**src/rtl/printer_ctrl_consts.vh**
```
// constants for the printer control and status register, upper half
`ifndef PRINTER_CTRL_CONSTS_VH
`define PRINTER_CTRL_CONSTS_VH

`define CSR_OFFSET            5'h00
`define DATA_WINDOW_OFFSET    5'h10
`define BIT_PRINT_ENABLE      0
`define FIELD_FORMAT_LO       1
`define FIELD_FORMAT_HI       2
`define BIT_IRQ_ENABLE        6
`define BIT_DONE              7
`define FIELD_PTR_LO          8
`define FIELD_PTR_HI          10
`define BIT_UNUSED11          11
`define BIT_CABLE_SENSE       12
`define BIT_FORMS_READY       13
`define BIT_OFFLINE           14
`define BIT_DMA_ERROR         15
`define PTR_RESET             3'h0
`define DONE_RESET            1'h1
`define ERROR_RESET           1'h0
`define TIMEOUT_US            32
`define CLK_MHZ               200
`define TIMEOUT_CYCLES        (`TIMEOUT_US * `CLK_MHZ)

`endif

```
**src/rtl/printer_ctrl_status_upper.v**
```verilog
// upper half of the printer control and status register with indirect window
`timescale 1ns/1ps
`default_nettype none
`include "printer_ctrl_consts.vh"

module printer_ctrl_status_upper
(
	input  wire        core_clk,
	input  wire        rst,
	input  wire        bus_init,
	input  wire        master_reset,
	input  wire        reg_sel,
	input  wire        reg_write,
	input  wire [4:0]  reg_addr,
	input  wire [15:0] reg_wdata,
	output reg  [15:0] reg_rdata,
	input  wire [7:0]  lower_bits,
	input  wire        dma_done,
	input  wire        delivery_empty,
	input  wire        suffix_sent,
	input  wire        format_enabled,
	input  wire        dma_bus_request,
	input  wire        bus_grant,
	input  wire        master_strobe,
	input  wire        slave_ack_strobe,
	input  wire        cable_ground_ref,
	input  wire        vertical_forms_unit,
	input  wire        printer_offline,
	output reg         irq_request,
	output reg  [2:0]  indirect_ptr
);

	// timeout as a 14-bit figure, so compares need no padding
	localparam [13:0] TIMEOUT_LIMIT = `TIMEOUT_CYCLES;

	reg  [15:0] indirect_mem [0:7];
	reg         done;
	reg         dma_error;
	reg         offline_prev;
	reg  [1:0]  cable_sync;
	reg  [1:0]  forms_sync;
	reg  [1:0]  offline_sync;
	reg  [13:0] grant_cnt;
	reg  [13:0] ack_cnt;
	reg         next_done;
	reg         next_dma_error;
	reg  [2:0]  next_ptr;
	reg         next_irq;
	reg  [15:0] next_rdata;
	wire        soft_reset;
	wire        csr_hit;
	wire        win_hit;
	wire        csr_write;
	wire        win_write;
	wire        enable_write;
	wire        irq_enable;
	wire        cable_bit;
	wire        forms_bit;
	wire        offline_bit;
	wire        offline_rise;
	wire        grant_timeout;
	wire        ack_timeout;
	wire        transfer_finished;
	wire        set_error;
	wire        set_done;
	wire [13:0] next_grant_cnt;
	wire [13:0] next_ack_cnt;
	wire [15:0] csr_value;

	// saturating watchdog count, held at zero while idle
	function [13:0] count_up;
		input        run;
		input [13:0] cnt;
		begin
			if (!run)
				count_up = 14'h0000;
			else if (cnt == 14'h3fff)
				count_up = cnt;
			else
				count_up = cnt + 14'h0001;
		end
	endfunction

	// expiry lasts one cycle only, the count runs on past it
	function reached;
		input [13:0] cnt;
		begin
			reached = (cnt == TIMEOUT_LIMIT);
		end
	endfunction

	// address decode, shared by both register slots
	function hit;
		input       sel;
		input [4:0] addr;
		input [4:0] slot;
		begin
			hit = sel && (addr == slot);
		end
	endfunction

	// three-bit field wraps from seven back to zero on its own
	function [2:0] ptr_step;
		input [2:0] ptr;
		begin
			ptr_step = ptr + 3'h1;
		end
	endfunction

	// status word layout, upper half over the lower control byte
	function [15:0] pack_csr;
		input       err;
		input       offline;
		input       forms;
		input       cable;
		input [2:0] ptr;
		input       dn;
		input [6:0] low;
		begin
			pack_csr = {err, offline, forms, cable, 1'b0, ptr, dn, low};
		end
	endfunction

	assign soft_reset   = bus_init | master_reset;
	assign csr_hit      = hit(reg_sel, reg_addr, `CSR_OFFSET);
	assign win_hit      = hit(reg_sel, reg_addr, `DATA_WINDOW_OFFSET);
	assign csr_write    = csr_hit && reg_write;
	assign win_write    = win_hit && reg_write;
	assign enable_write = csr_write && reg_wdata[`BIT_PRINT_ENABLE];
	assign irq_enable   = lower_bits[`BIT_IRQ_ENABLE];

	// only the second flop of each synchroniser is read
	assign cable_bit    = cable_sync[1];
	assign forms_bit    = forms_sync[1];
	assign offline_bit  = offline_sync[1];
	// edge of the synchronised level, never of the raw pin
	assign offline_rise = offline_bit & ~offline_prev;

	assign next_ack_cnt   = count_up(master_strobe & ~slave_ack_strobe, ack_cnt);
	assign ack_timeout    = reached(ack_cnt);
	assign next_grant_cnt = count_up(dma_bus_request & ~bus_grant, grant_cnt);
	assign grant_timeout  = reached(grant_cnt);
	assign set_error      = (ack_timeout | grant_timeout) & ~dma_error;

	assign transfer_finished = dma_done && delivery_empty && (!format_enabled || suffix_sent);
	assign set_done = (transfer_finished | set_error) & ~done;

	assign csr_value = pack_csr(dma_error, offline_bit, forms_bit, cable_bit,
		indirect_ptr, done, lower_bits[6:0]);

	always @*
	begin
		next_rdata = 16'h0000;
		if (reg_sel)
		begin
			case (reg_addr)
				`CSR_OFFSET:
					next_rdata = csr_value;
				`DATA_WINDOW_OFFSET:
					next_rdata = indirect_mem[indirect_ptr];
				default:
					next_rdata = 16'h0000;
			endcase
		end
	end

	// set wins over a same-cycle clear by print enable
	always @*
	begin
		next_done      = done;
		next_dma_error = dma_error;
		if (soft_reset)
		begin
			next_done      = `DONE_RESET;
			next_dma_error = `ERROR_RESET;
		end
		else
		begin
			if (set_error)
				next_dma_error = 1'b1;
			else if (enable_write)
				next_dma_error = 1'b0;
			if (set_done)
				next_done = 1'b1;
			else if (enable_write)
				next_done = 1'b0;
		end
	end

	// clearing beats stepping, stepping beats a direct write
	always @*
	begin
		next_ptr = indirect_ptr;
		if (soft_reset)
			next_ptr = `PTR_RESET;
		else if (set_done || set_error)
			next_ptr = `PTR_RESET;
		else if (win_hit)
			next_ptr = ptr_step(indirect_ptr);
		else if (csr_write)
			next_ptr = reg_wdata[`FIELD_PTR_HI:`FIELD_PTR_LO];
	end

	// single-cycle request, masked by interrupt enable
	always @*
	begin
		next_irq = 1'b0;
		if (!soft_reset && irq_enable)
			next_irq = set_done || offline_rise;
	end

	// cable sense; reads unplugged until the pin is sampled
	always @(posedge core_clk or posedge rst)
	begin
		if (rst)
			cable_sync <= 2'b11;
		else
			cable_sync <= {cable_sync[0], cable_ground_ref};
	end

	// forms mirror, soft resets leave it alone
	always @(posedge core_clk or posedge rst)
	begin
		if (rst)
			forms_sync <= 2'b00;
		else
			forms_sync <= {forms_sync[0], vertical_forms_unit};
	end

	always @(posedge core_clk or posedge rst)
	begin
		if (rst)
			offline_sync <= 2'b00;
		else
			offline_sync <= {offline_sync[0], printer_offline};
	end

	always @(posedge core_clk or posedge rst)
	begin
		if (rst)
			grant_cnt <= 14'h0000;
		else
			grant_cnt <= next_grant_cnt;
	end

	always @(posedge core_clk or posedge rst)
	begin
		if (rst)
			ack_cnt <= 14'h0000;
		else
			ack_cnt <= next_ack_cnt;
	end

	always @(posedge core_clk or posedge rst)
	begin
		if (rst)
		begin
			done      <= `DONE_RESET;
			dma_error <= `ERROR_RESET;
		end
		else
		begin
			done      <= next_done;
			dma_error <= next_dma_error;
		end
	end

	always @(posedge core_clk or posedge rst)
	begin
		if (rst)
			indirect_ptr <= `PTR_RESET;
		else
			indirect_ptr <= next_ptr;
	end

	always @(posedge core_clk or posedge rst)
	begin
		if (rst)
			offline_prev <= 1'b0;
		else
			offline_prev <= offline_bit;
	end

	always @(posedge core_clk or posedge rst)
	begin
		if (rst)
			irq_request <= 1'b0;
		else
			irq_request <= next_irq;
	end

	// read data lags the select by one cycle and is zero otherwise
	always @(posedge core_clk or posedge rst)
	begin
		if (rst)
			reg_rdata <= 16'h0000;
		else
			reg_rdata <= next_rdata;
	end

	// indirect contents are indeterminate after reset, so no reset here
	always @(posedge core_clk)
	begin
		if (win_write)
			indirect_mem[indirect_ptr] <= reg_wdata;
	end

endmodule // printer_ctrl_status_upper
`default_nettype wire

```
**config.mk**
```make
export PLATFORM = sky130hd
export DESIGN_NAME = printer_ctrl_status_upper
export DESIGN_NICKNAME = d
export VERILOG_FILES = /design/src/rtl/printer_ctrl_status_upper.v
export VERILOG_INCLUDE_DIRS = /design/src /design/src/rtl
export SDC_FILE = /design/constraint.sdc
export NUM_CORES = 1
export LEC_CHECK = 0
export BUFFER_PORTS_ARGS = -buffer_cell sky130_fd_sc_hd__buf_2
export CAP_MARGIN = 10
export CORE_MARGIN = 5
export CORE_UTILIZATION = 56
export CTS_CLUSTER_DIAMETER = 80
export DETAILED_ROUTE_END_ITERATION = 10
export PLACE_DENSITY = 0.75
export SLEW_MARGIN = 20
export SYNTH_ARGS = -nofsm -noshare
export SYNTH_HDL_FRONTEND = slang
export SYNTH_SLANG_ARGS = --single-unit
```
**constraint.sdc**
```tcl
create_clock -name core_clk -period 9.6 [get_ports core_clk]
set_clock_uncertainty 0.2 [all_clocks]
set_input_delay 0.96 -clock core_clk [delete_from_list [all_inputs] [get_ports core_clk]]
set_output_delay 0.96 -clock core_clk [all_outputs]
set_load 0.005 [all_outputs]
```
==> flow_metrics.tcl <==
set metrics [dict create \
    status "complete, no violations" \
    path_clk_slew_ns 0.06 \
    core_sq_mm 0.0138 \
    floorplan.rows 43 \
    fin_crit_sh 0.369 \
    gp_congestion 0.805 \
    htree_levels 4 \
    place_hpwl_microns 10400 \
    antenna_found_initial 2 \
    hold_viol_final 0 \
    cp-start-kind "primary input" \
    grt_pass1_wl_microns 25800 \
    grt_overflow_total 0 \
    numPortBuffers 64 \
    root_buffer "clkbuf_16" \
    hold_depth 0 \
    postLayoutCoreUtil 0.644 \
    post_synth_num_cell_types 65 \
    setup_viol 0 \
    synth_compound_area_frac 0.0795 \
    dieArea_sq_mm 0.0164 \
    fin_nets 651 \
    critPathRequiredTime_ns 9.53 \
    rsz0062_at_grt "false" \
    firstDrtPassIters 5 \
    layout_common_cells "edfxtp_1, buf_2, dfrtp_1" \
    cts_setup_buffers 0 \
    viasPerCell 6.08 \
    r2r-start "indirect_ptr[2]" \
    cts_hold_buf 0 \
    cts_resized 0 \
    num_antenna_cells 0 \
    fill_cells 1004 \
    synth-xor-area-share 0.00336 \
    powerDensity_mw_per_mm2 177 \
    hold_path_class "flip-flop to flip-flop" \
    wl_per_cell_microns 20.2 \
    critPathArrivalTime_ns 3.47 \
    syn_area_sq_mm 0.00781 \
    postRouteWirelength_microns 16000 \
    yosys_register_bits 185 \
    drv_cap 0 \
    clockBufferDepth 2 \
    syn-num-nets 587 \
    drive_above_1_share 0.235 \
    crit_path_end_kind "flip-flop" \
    drcViolationCount 0 \
    area_growth_pct 13.6 \
    grtUsageTotal 0.206 \
    min_from "offline_sync[0]" \
    fin_crit_ns 3.54 \
    synthAdderAreaFrac 0.00801 \
    tightest_slew_ns 0.992 \
    vias 4824 \
    final_common_cell "edfxtp_1" \
    tns_ns 0 \
    hold_ws_ns 0.151 \
    clock-sinks 185 \
    initial_utilization 0.567 \
    synth-edff-count 128 \
    die_h_microns 128 \
    drt_iter0_drc 486 \
    crit_fanout 14 \
    fp.dieW_microns 128 \
    synthSimpleGateAreaFrac 0.109 \
    syn_area_per_cell_sq_um 14.6 \
    grt_max_degree 58 \
    ys.flop_type "edfxtp_1" \
    io_pins 66 \
    ys_warn_count 0 \
    cts_buffers 17 \
    p_leak_nw 3.24 \
    critical_path_class "primary input to flip-flop" \
    ir_drop_mv 0.131 \
    tritoncts "built" \
    muxShareOfSynthArea 0.0968 \
    reg2reg_depth 4 \
    finalMaxSlewViolations 0 \
    slew_headroom 0.337 \
    synthCells 536 \
    startpoint "reg_addr[0]" \
    ant_nets 0 \
    clk_latency_ns 0.43 \
    synth_top_family_by_area "simple AND/OR/NAND/NOR gates" \
    grt_pass1_vias 4729 \
    max_freq_ghz 0.282 \
    seq_area_frac_synth 0.675 \
    synthArstFlopShare 0.308 \
]
registers in the layout, summed over array words and instances, names as in the netlist, 2 cells and up:
name and flops:
offline_sync 2, cable_sync 2, indirect_ptr 3, forms_sync 2, ack_cnt 14, indirect_mem 128, reg_rdata 16, grant_cnt 14
cell type report:
cell class              instances  area, sq um  area share
repair buffers                 74          395      0.0445
well taps                     180          225      0.0254
multi-input cells             306         2340       0.264
clock buffers                  22          485      0.0547
inverters                      16         60.1     0.00677
flip-flops and latches        185         5280       0.594
clock inverters                10         88.8      0.0100
cells by family after synthesis:
logic type               count (synthesis)
AND/OR/NAND/NOR                        155
AO/OA/AOI/OAI                           93
buffers and inverters                   45
flip-flops                             185
XOR/XNOR                                 3
adder cells (fa/ha/maj)                  5
multiplexers                            50
cell usage after synthesis (all sizes together) (2+ instances only):
cell / number / area [sq um]
o211ai: 4 / 30.0
nor3b: 3 / 22.5
a22o: 2 / 17.5
and3: 5 / 32.5
dfrtp: 54 / 1350
o22ai: 6 / 37.5
nand3b: 2 / 15.0
edfxtp: 128 / 3840
nor2: 34 / 130
a22oi: 3 / 22.5
o21a: 2 / 15.0
ha: 5 / 62.6
nand4b: 3 / 26.3
nor4: 5 / 46.3
a211oi: 11 / 82.6
nor3: 16 / 103
dfstp: 3 / 78.8
a21oi: 20 / 100
or3: 2 / 12.5
xor2: 2 / 17.5
and2: 3 / 18.8
mux2i: 26 / 260
nand4: 10 / 62.6
mux2: 4 / 45.0
o21ai: 17 / 85.1
and4: 3 / 26.3
or4: 3 / 22.5
nand2b: 9 / 56.3
o221ai: 4 / 35.0
nor4b: 3 / 26.3
nand3: 14 / 70.1
nor2b: 7 / 43.8
buf: 18 / 105
mux4: 20 / 450
inv: 16 / 60.1
clkbuf: 10 / 38.8
nand2: 31 / 124
a221o: 2 / 20.0
a31oi: 8 / 50.1
a41oi: 3 / 26.3
worst max-delay path, stage by stage:
cell	delay (ns)
buf_2	0.10
nor2b_1	0.45
and2_1	0.51
nand4_1	0.30
nor2_1	0.79
buf_4	0.34
path summary, 6_finish.rpt:
check / endpoint / slack [ns]
setup / recovery: indirect_mem[7][4] / 6.06
hold / removal: offline_sync[1] / 0.15
setup reg to reg: indirect_mem[7][4] / 6.67
hold reg to reg: offline_sync[1] / 0.15
max in group asynchronous: indirect_ptr[1] / 8.16
min in group asynchronous: reg_rdata[13] / 0.53
stage by stage:
stage,worst slack (ns),total power [W],instance area (sq um),std cells
6_report,6.06,0.00158,8880,793
5_1_grt,5.84,0.00162,8880,793
4_1_cts,6.06,0.00158,8870,793
2_1_floorplan,5.99,0.000897,7810,536
3_3_place_gp,5.72,0.000918,8300,761
3_5_place_dp,5.64,0.000920,8300,761
power breakdown:
group,internal (W),total (W),switching (W),leakage [nW]
clock,0.000387,0.000672,0.000285,0.284
sequential,0.000858,0.000860,0.00000203,1.92
combinational,0.0000144,0.0000431,0.0000287,1.03
layer usage:
metal	track usage	share of wire	up-vias	wire, microns
met5	0	0.0013	-	21
met4	0.0693	0.014	4	229
met3	0.0467	0.059	22	941
met2	0.332	0.50	155	8010
met1	0.281	0.43	2435	6850
li1	-	-	2208	-
Note: power is estimated with default switching activity, not from simulation.
